--- src/sac_pkg.sv ---
// Functional notes
// - decode halfword-pair add, group 000000, minor 00100001101 wrap, 10100001101 saturating.
// - split operands into halfword lanes 31..16 and 15..0, results packed in place.
// - wrapping halfword add writes each lane sum modulo 65,536.
// - saturating halfword add clamps an overflowing lane to 0xFFFF.
// - decode byte-quad add, group 000000, minor 00011001101 wrap, 10011001101 saturating.
// - treat operands as four byte lanes 31..24 down to 7..0, packed in place.
// - wrapping byte add writes each lane sum modulo 256.
// - saturating byte add clamps an overflowing lane to 0xFF.
// - any lane carry-out in a packed add sets overflow flag bit 20.
// - decode add-with-carry, group 000000, bit 10 zero, minor 1111000101.
// - add-with-carry writes low 32 bits of a plus b plus carry bit 13.
// - add-with-carry sets bit 20 when top two bits of signed sum differ.
// - only reserved-instruction or disabled exceptions; never operand-dependent ones.
// - carry-setting add stores its unsigned 32-bit carry-out into bit 13.
package sac_pkg;

    // ========================================
    // register map, byte addresses
    localparam logic [7:0] SAC_OFF_OPA = 8'h00;
    localparam logic [7:0] SAC_OFF_OPB = 8'h04;
    localparam logic [7:0] SAC_OFF_INSTR = 8'h08;
    localparam logic [7:0] SAC_OFF_RESULT = 8'h0c;
    localparam logic [7:0] SAC_OFF_CTL = 8'h10;
    localparam logic [7:0] SAC_OFF_STATUS = 8'h14;
    localparam logic [7:0] SAC_OFF_ENABLE = 8'h18;

    // ========================================
    // reset values and control fields
    localparam logic [31:0] SAC_CTL_RESET = 32'h0000_0000;
    localparam logic SAC_ENABLE_RESET = 1'b1;
    localparam int SAC_CARRY_BIT = 13;
    localparam int SAC_OUFLAG_BIT = 20;

    // ========================================
    // instruction fields and codes
    localparam int SAC_MAJ_LSB = 26;
    localparam int SAC_MIN_W = 11;
    localparam int SAC_MIN10_W = 10;
    localparam int SAC_WC_ZERO_BIT = 10;
    localparam logic [5:0] SAC_MAJOR_A = 6'h00;
    localparam logic [10:0] SAC_MIN_PH = 11'h10d;
    localparam logic [10:0] SAC_MIN_PH_S = 11'h50d;
    localparam logic [10:0] SAC_MIN_QB = 11'h0cd;
    localparam logic [10:0] SAC_MIN_QB_S = 11'h4cd;
    localparam logic [9:0] SAC_MIN10_WC = 10'h3c5;
    localparam logic [9:0] SAC_MIN10_SC = 10'h385;

    // ========================================
    // types
    typedef enum logic [6:0] {
        OP_RSVD = 7'h01,
        OP_PH = 7'h02,
        OP_PH_S = 7'h04,
        OP_QB = 7'h08,
        OP_QB_S = 7'h10,
        OP_WC = 7'h20,
        OP_SC = 7'h40
    } sac_op_type;

    typedef struct packed {
        logic [31:0] result;
        logic write_rd;
        logic set_ovf;
        logic write_carry;
        logic carry;
        logic rsvd_exc;
        logic dis_exc;
    } sac_exec_type;

    typedef struct packed {
        logic dis_exc;
        logic rsvd_exc;
        logic done;
    } sac_status_type;

endpackage

--- src/sac_top.sv ---
// The implementer's own choices: the APB slave port and the register offsets.
`timescale 1ns/100ps
module sac_top
    import sac_pkg::*;
#(
    parameter int ADDR_W = 8
) (
    input wire logic clk, // system clock, 50 MHz
    input wire logic rst_b, // synchronous reset, active low
    input wire logic psel, // apb select
    input wire logic penable, // apb access phase
    input wire logic pwrite, // apb write
    input wire logic [ADDR_W-1:0] paddr, // apb byte address
    input wire logic [31:0] pwdata, // apb write data
    output logic [31:0] prdata, // apb read data
    output logic pready, // apb ready
    output logic pslverr // apb error, unmapped address
);

    // ========================================
    // state
    logic [31:0] opa_reg;
    logic [31:0] opb_reg;
    logic [31:0] instr_reg;
    logic [31:0] result_reg;
    logic [31:0] ctl_reg;
    logic enable_reg;
    sac_status_type status_reg;
    logic [31:0] prdata_reg;
    logic pready_reg;
    logic pslverr_reg;

    logic setup;
    logic wr_go;
    logic exec_go;
    logic [31:0] rd_data;
    logic mapped;
    sac_op_type op;
    sac_exec_type ex;
    logic [31:0] ph_wrap;
    logic [31:0] ph_sat;
    logic ph_carry;
    logic [31:0] qb_wrap;
    logic [31:0] qb_sat;
    logic qb_carry;
    logic [32:0] wc_sum;
    logic [32:0] sc_sum;
    logic carry_bit;
    logic ovf_bit;

    // ========================================
    // helpers
    function automatic logic hit(input logic [ADDR_W-1:0] addr, input logic [7:0] off);
        hit = (addr == ADDR_W'(off));
    endfunction

    function automatic sac_op_type sac_decode(input logic [31:0] ins);
        logic [10:0] minor;
        minor = ins[SAC_MIN_W-1:0];
        sac_decode = OP_RSVD;
        if (ins[SAC_MAJ_LSB +: 6] == SAC_MAJOR_A) begin
            if (minor == SAC_MIN_PH) begin
                sac_decode = OP_PH;
            end else if (minor == SAC_MIN_PH_S) begin
                sac_decode = OP_PH_S;
            end else if (minor == SAC_MIN_QB) begin
                sac_decode = OP_QB;
            end else if (minor == SAC_MIN_QB_S) begin
                sac_decode = OP_QB_S;
            end else if (!ins[SAC_WC_ZERO_BIT] && minor[SAC_MIN10_W-1:0] == SAC_MIN10_WC) begin
                sac_decode = OP_WC;
            end else if (!ins[SAC_WC_ZERO_BIT] && minor[SAC_MIN10_W-1:0] == SAC_MIN10_SC) begin
                sac_decode = OP_SC;
            end
        end
    endfunction

    // ========================================
    // apb slave, zero wait states
    assign setup = psel && !penable;
    assign wr_go = psel && penable && pready_reg && pwrite && !pslverr_reg;
    assign exec_go = wr_go && hit(paddr, SAC_OFF_INSTR);
    assign carry_bit = ctl_reg[SAC_CARRY_BIT];
    assign ovf_bit = ctl_reg[SAC_OUFLAG_BIT];

    always_comb begin
        mapped = 1'b1;
        rd_data = 32'h0000_0000;
        if (hit(paddr, SAC_OFF_OPA)) begin
            rd_data = opa_reg;
        end else if (hit(paddr, SAC_OFF_OPB)) begin
            rd_data = opb_reg;
        end else if (hit(paddr, SAC_OFF_INSTR)) begin
            rd_data = instr_reg;
        end else if (hit(paddr, SAC_OFF_RESULT)) begin
            rd_data = result_reg;
        end else if (hit(paddr, SAC_OFF_CTL)) begin
            rd_data = ctl_reg;
        end else if (hit(paddr, SAC_OFF_STATUS)) begin
            rd_data = {29'h0, status_reg};
        end else if (hit(paddr, SAC_OFF_ENABLE)) begin
            rd_data = {31'h0, enable_reg};
        end else begin
            mapped = 1'b0;
        end
    end

    // answer is prepared in setup so every output leaves a flip-flop
    always_ff @(posedge clk) begin
        if (!rst_b) begin
            pready_reg <= 1'b0;
            pslverr_reg <= 1'b0;
            prdata_reg <= 32'h0000_0000;
        end else begin
            pready_reg <= setup;
            pslverr_reg <= setup && !mapped;
            if (setup && !pwrite) begin
                prdata_reg <= rd_data;
            end
        end
    end

    assign prdata = prdata_reg;
    assign pready = pready_reg;
    assign pslverr = pslverr_reg;

    // ========================================
    // operand and enable registers
    always_ff @(posedge clk) begin
        if (!rst_b) begin
            opa_reg <= 32'h0000_0000;
            opb_reg <= 32'h0000_0000;
            instr_reg <= 32'h0000_0000;
            enable_reg <= SAC_ENABLE_RESET;
        end else if (wr_go) begin
            if (hit(paddr, SAC_OFF_OPA)) begin
                opa_reg <= pwdata;
            end
            if (hit(paddr, SAC_OFF_OPB)) begin
                opb_reg <= pwdata;
            end
            if (hit(paddr, SAC_OFF_INSTR)) begin
                instr_reg <= pwdata;
            end
            if (hit(paddr, SAC_OFF_ENABLE)) begin
                enable_reg <= pwdata[0];
            end
        end
    end

    // ========================================
    // datapath
    sac_packed_adder #(
        .LANE_W(16)
    ) u_half (
        .a(opa_reg),
        .b(opb_reg),
        .sum_wrap(ph_wrap),
        .sum_sat(ph_sat),
        .carry_any(ph_carry)
    );

    sac_packed_adder #(
        .LANE_W(8)
    ) u_byte (
        .a(opa_reg),
        .b(opb_reg),
        .sum_wrap(qb_wrap),
        .sum_sat(qb_sat),
        .carry_any(qb_carry)
    );

    assign wc_sum = {opa_reg[31], opa_reg} + {opb_reg[31], opb_reg} + {32'h0, carry_bit};
    assign sc_sum = {1'b0, opa_reg} + {1'b0, opb_reg};

    // unknown codes trap before the enable is looked at; neither trap depends on operand values
    always_comb begin
        ex = '0;
        op = sac_decode(pwdata);
        if (op == OP_RSVD) begin
            ex.rsvd_exc = 1'b1;
        end else if (!enable_reg) begin
            ex.dis_exc = 1'b1;
        end else begin
            ex.write_rd = 1'b1;
            unique case (op)
                OP_RSVD: begin
                    ex.write_rd = 1'b0;
                end
                OP_PH: begin
                    ex.result = ph_wrap;
                    ex.set_ovf = ph_carry;
                end
                OP_PH_S: begin
                    ex.result = ph_sat;
                    ex.set_ovf = ph_carry;
                end
                OP_QB: begin
                    ex.result = qb_wrap;
                    ex.set_ovf = qb_carry;
                end
                OP_QB_S: begin
                    ex.result = qb_sat;
                    ex.set_ovf = qb_carry;
                end
                OP_WC: begin
                    ex.result = wc_sum[31:0];
                    ex.set_ovf = wc_sum[32] != wc_sum[31];
                end
                OP_SC: begin
                    ex.result = sc_sum[31:0];
                    ex.write_carry = 1'b1;
                    ex.carry = sc_sum[32];
                end
            endcase
        end
    end

    // ========================================
    // result and status
    always_ff @(posedge clk) begin
        if (!rst_b) begin
            result_reg <= 32'h0000_0000;
        end else if (exec_go && ex.write_rd) begin
            result_reg <= ex.result;
        end
    end

    always_ff @(posedge clk) begin
        if (!rst_b) begin
            status_reg <= '0;
        end else if (exec_go) begin
            status_reg <= '{dis_exc: ex.dis_exc, rsvd_exc: ex.rsvd_exc, done: ex.write_rd};
        end
    end

    // ========================================
    // control register: software owns it, the adds only set the flag and load the carry
    always_ff @(posedge clk) begin
        if (!rst_b) begin
            ctl_reg <= SAC_CTL_RESET;
        end else if (wr_go && hit(paddr, SAC_OFF_CTL)) begin
            ctl_reg <= pwdata;
        end else if (exec_go) begin
            if (ex.set_ovf) begin
                ctl_reg[SAC_OUFLAG_BIT] <= 1'b1;
            end
            if (ex.write_carry) begin
                ctl_reg[SAC_CARRY_BIT] <= ex.carry;
            end
        end
    end

    logic go_on;
    logic [32:0] chk_wc;
    logic [32:0] chk_sc;
    sac_op_type chk_op;
    assign chk_op = sac_decode(pwdata);
    assign go_on = exec_go && enable_reg;
    assign chk_wc = {opa_reg[31], opa_reg} + {opb_reg[31], opb_reg} + 33'(carry_bit);
    assign chk_sc = 33'(opa_reg) + 33'(opb_reg);
endmodule

--- src/sac_packed_adder.sv ---
`timescale 1ns/100ps
module sac_packed_adder
    import sac_pkg::*;
#(
    parameter int LANE_W = 16
) (
    input wire logic [31:0] a, // first packed operand
    input wire logic [31:0] b, // second packed operand
    output logic [31:0] sum_wrap, // lane sums, carries dropped
    output logic [31:0] sum_sat, // lane sums clamped to all ones
    output logic carry_any // some lane carried out
);
    localparam int LANES = 32 / LANE_W;

    logic [LANES-1:0] carry;

    // ========================================
    // lane adders, lane i holds bits i*LANE_W upward
    genvar i;
    generate
        for (i = 0; i < LANES; i++) begin : g_lane
            logic [LANE_W:0] s;
            assign s = {1'b0, a[i*LANE_W +: LANE_W]} + {1'b0, b[i*LANE_W +: LANE_W]};
            assign carry[i] = s[LANE_W];
            assign sum_wrap[i*LANE_W +: LANE_W] = s[LANE_W-1:0];
            assign sum_sat[i*LANE_W +: LANE_W] = s[LANE_W] ? {LANE_W{1'b1}} : s[LANE_W-1:0];
        end
    endgenerate

    assign carry_any = |carry;
endmodule

--- config.mk ---
export PLATFORM = sky130hd
export DESIGN_NAME = sac_top
export DESIGN_NICKNAME = d
export VERILOG_FILES = /design/src/sac_pkg.sv /design/src/sac_top.sv /design/src/sac_packed_adder.sv
export SDC_FILE = /design/constraint.sdc
export NUM_CORES = 1
export LEC_CHECK = 0
export BUFFER_PORTS_ARGS = -buffer_cell sky130_fd_sc_hd__buf_2
export CORE_UTILIZATION = 50
export CTS_BUF_LIST = sky130_fd_sc_hd__clkbuf_8
export DETAILED_ROUTE_END_ITERATION = 8
export GPL_ROUTABILITY_DRIVEN = 0
export PLACE_DENSITY = 0.69
export RECOVER_POWER = 100
export SLEW_MARGIN = 20
export SYNTH_ARGS = -nofsm -noshare
export SYNTH_HDL_FRONTEND = slang
export SYNTH_HIERARCHICAL = 1
export SYNTH_SLANG_ARGS = --single-unit
--- constraint.sdc ---
create_clock -name clk -period 3.1 [get_ports clk]
set_clock_uncertainty 0.1 [all_clocks]
set_input_delay 0.465 -clock clk [delete_from_list [all_inputs] [get_ports clk]]
set_output_delay 0.465 -clock clk [all_outputs]
set_load 0.005 [all_outputs]
==> results by group <==
Outcome
  • Status: completed

Global routing
  • Met3 Use GR: 6.17%
  • Initial antenna violation count: 0
  • Routing usage on met2: 53.1%
  • Largest net degree at the start of global routing: 95
  • Number of global-route vias before repair: between 10000 and 15000
  • GR Overflow Total: 0
  • Global-route wire length before repair: 82.5 mm
  • GRT Util Overall: 34.4%
  • M1 GR Usage: between 40% and 50%
  • GRT busiest layer: met2

Worst setup path
  • Crit Path Class: flip-flop to flip-flop
  • Crit path required time: roughly 3.5 ns
  • Worst setup SP type: flip-flop
  • Crit-path max FO: 5
  • Crit path cell chain: buf_4, fa_1, inv_1, fa_2, nor2b_1, o21ai_0, a21oi_1, buf_4, a2111o_1, a21oi_4, xnor2_1, a21oi_1, a211oi_2
  • CP max stage delay: 0.48 ns
  • Worst r2r src: opa_reg[0]
  • Setup slack, reg-to-reg: 0.02 ns
  • CP Capture Type: flip-flop
  • Arrival @ worst endpoint: 3.43 ns
  • Cells on worst reg2reg path: 13
  • Slowest stage cell, crit path: fa_1
  • Reg2reg end: result_reg[24]

Drt
  • Final wirelength: ~53 mm
  • # DRC: 0
  • Iter 0 DRT Violations: 1613
  • Antenna viol nets, final: 0
  • Via Count: 16000
  • Via density: 6.44
  • DR pass1 iterations: 6
  • Avg WL per Cell: 21.4 um

Floorplan
  • Core Footprint: 0.0290 mm^2
  • Die width: 175 um
  • Die area: 0.0305 mm^2
  • Initial Utilization: 51.3%
  • Die height: 175 um
  • I/O pins: 79
  • Rows: 62

Yosys
  • Ys async rst share: 0%
  • Synth area leaders: dfxtp_1 (27%), a21oi_1 (9.4%), nand2_1 (8.5%)
  • Yosys warning total: 6
  • Cell area after synthesis: roughly 0.015 mm^2
  • Mean Syn Cell Area: 7.55 um^2
  • Cell variety after synth: 90
  • Post-synthesis sequential area ratio: between 20% and 30%
  • #FFs+latches synth: 198
  • Primary FF master, synth: dfxtp_1
  • Area leader, netlist: dfxtp_1
  • Top cell type's share of synthesized area: 26.6%
  • Synth cell count leaders: nand2_1 (338), a21oi_1 (278), dfxtp_1 (198), clkbuf_1 (114)
  • Number of synthesized flops with an enable pin: 0
  • Syn Inst Count: 1971
  • Synth Net Count: 2121
  • Most common cell in the netlist: nand2_1

Finish
  • Number of nets in the layout: roughly 2200
  • Number of diodes: 0
  • Area delta synth->final: 15.0%
  • Area of the multi-input gates: 0.0104 mm^2
  • Core Util, Final: 59.0%
  • Fillcell total: 2722
  • Register area: roughly 0.0040 mm^2
  • Layout cells sized above 1: 16.7%

Clocking
  • H-tree levels: 4
  • Clk slew on worst S/H paths: 0.13 ns
  • Clk buf depth: 2
  • TritonCTS clock tree: done
  • CTS Root Buffer Type: clkbuf_8
  • Worst skew pair latency: around 0.52 ns
  • Num CTS Buffers: 17
  • Clock Sinks: 198
  • Cts hold-fix bufs: 0

Power and ir drop
  • Sequential share of power: 55.3%
  • Pleak: 0.00703 uW
  • Sw power: 1360 uW
  • Sw Ratio: 29.3%
  • VDD IR max: between 0.3 and 0.4 mV
  • Combinational group share of total power: slightly below 7%
  • Clock network power share: 37.8%
  • Internal power: approximately 3300 uW
  • Power density cells: 272 mW/mm^2

Worst hold path
  • Min-delay src: penable
  • Hold path depth: 2
  • Hold EP: pready
  • Worst hold path class: input port to flip-flop

STA
  • RSZ-0062 raised after global routing: yes
  • Peak Freq: 325 MHz
  • Final Critical Period: 3.08 ns
  • Slew HR: 37.7%
  • Slew Viols, Final: 0
  • Hold violation total from the final report: 0
  • Tcrit/Tclk final: 99.3%
  • Setup-failing EPs final: 0
  • Final worst-path setup slack: 0.0203 ns
  • Least-Margin Pin Slew: 0.934 ns

Placement
  • HPWL after DPL: 39.6 mm
  • Port Buffers: roughly 80
  • DP Worst Slack: -0.0504 ns

Run
  • Maximum Capacitance Violations: 0
## layer usage
metal  part of all wire (%)  wire length [um]
met3                    9.4              4970
met5                      0                 0
met4                    4.3              2300
met2                     44             23400
met1                     42             22400
## cells by family after synthesis
logic type	count (synthesis)	synth area share (%)
mux	90	6.35
xor+xnor	67	3.94
buf+inv	188	5.00
compound gates	677	28.7
simple gates	646	20.1
flops	198	26.6
fa+ha+maj	105	9.28
## worst max-delay path, delay by kind of cell, from the launching register on
| family | cells | cell delay (ns) |
|---|---|---|
| simple gates | 1 | 0.05 |
| buf+inv | 3 | 0.43 |
| compound gates | 6 | 1.24 |
| fa+ha+maj | 2 | 0.71 |
| flops | 1 | 0.35 |
| xor+xnor | 1 | 0.16 |
## cells in the final DEF, fill, tap and decap left out, types with 15 or more instances in the layout
master and instances:
buf_4 127, a211oi_1 38, ha_1 91, mux2_2 34, xor2_1 20, nand2_1 338, nand4_1 17, a221oi_1 44
and3_1 15, nor2_1 91, a21oi_1 273, o21ai_1 18, clkbuf_8 17, clkbuf_1 26, buf_2 57, nand2b_1 53
inv_1 52, mux2i_1 55, o21ai_0 93, a21o_1 24, xnor2_1 47, a31oi_1 16, nand3_1 32, o22ai_1 19
dfxtp_1 190, a22oi_1 31, nor3_1 26
## stage by stage
stage               instance area, um^2  TNS, ns  instances  power (uW)  hold slack, ns
floorplan                         14900        0       1971        2780           0.331
detailed placement                16500   -0.240       2444        2940           0.345
global route                      17100   -0.938       2485        4780          0.0662
global placement                  16500  -0.0152       2444        2940           0.338
finish                            17100        0       2485        4650          0.0822
CTS                               16900        0       2478        4660          0.0477
## power groups by stage
stage	sequential (uW)	clock, uW	combinational (uW)
finish	2570	1760	320
global route	2580	1870	335
CTS	2570	1770	316
detailed placement	2630	0	315
global placement	2630	0	312
floorplan	2630	0	151
## how the worst max path moves through the flow
stage | from | end | slack, ns | depth (start not counted)
5_1_grt | opb_reg[0] | result_reg[2] | -0.11 | 13
3_3_place_gp | opa_reg[16] | result_reg[30] | -0.02 | 13
6_report | opa_reg[0] | result_reg[24] | 0.02 | 13
4_1_cts | opa_reg[16] | result_reg[30] | 0.008 | 13
3_5_place_dp | opa_reg[16] | result_reg[30] | -0.05 | 13
2_1_floorplan | opa_reg[16] | result_reg[29] | 0.01 | 14
## what timing repair did
action                                  in CTS  in global routing
setup buffers                                1                  8
endpoints found under the hold margin        0                  0
pin swaps                                    3                 39
resized for setup                            4                 62
endpoints found under the setup margin      12                 32
cloned                                       1                  1
## cell type report
class                   count  share of cell area (%)
multi-input cells        1586                    61.0
well taps                 384                    2.81
flip-flops and latches    198                    23.2
clock buffers              17                    1.37
clock inverters            15                    1.05
inverters                  54                    1.20
repair buffers            231                    9.37
Note: power is estimated with default switching activity, not from simulation.
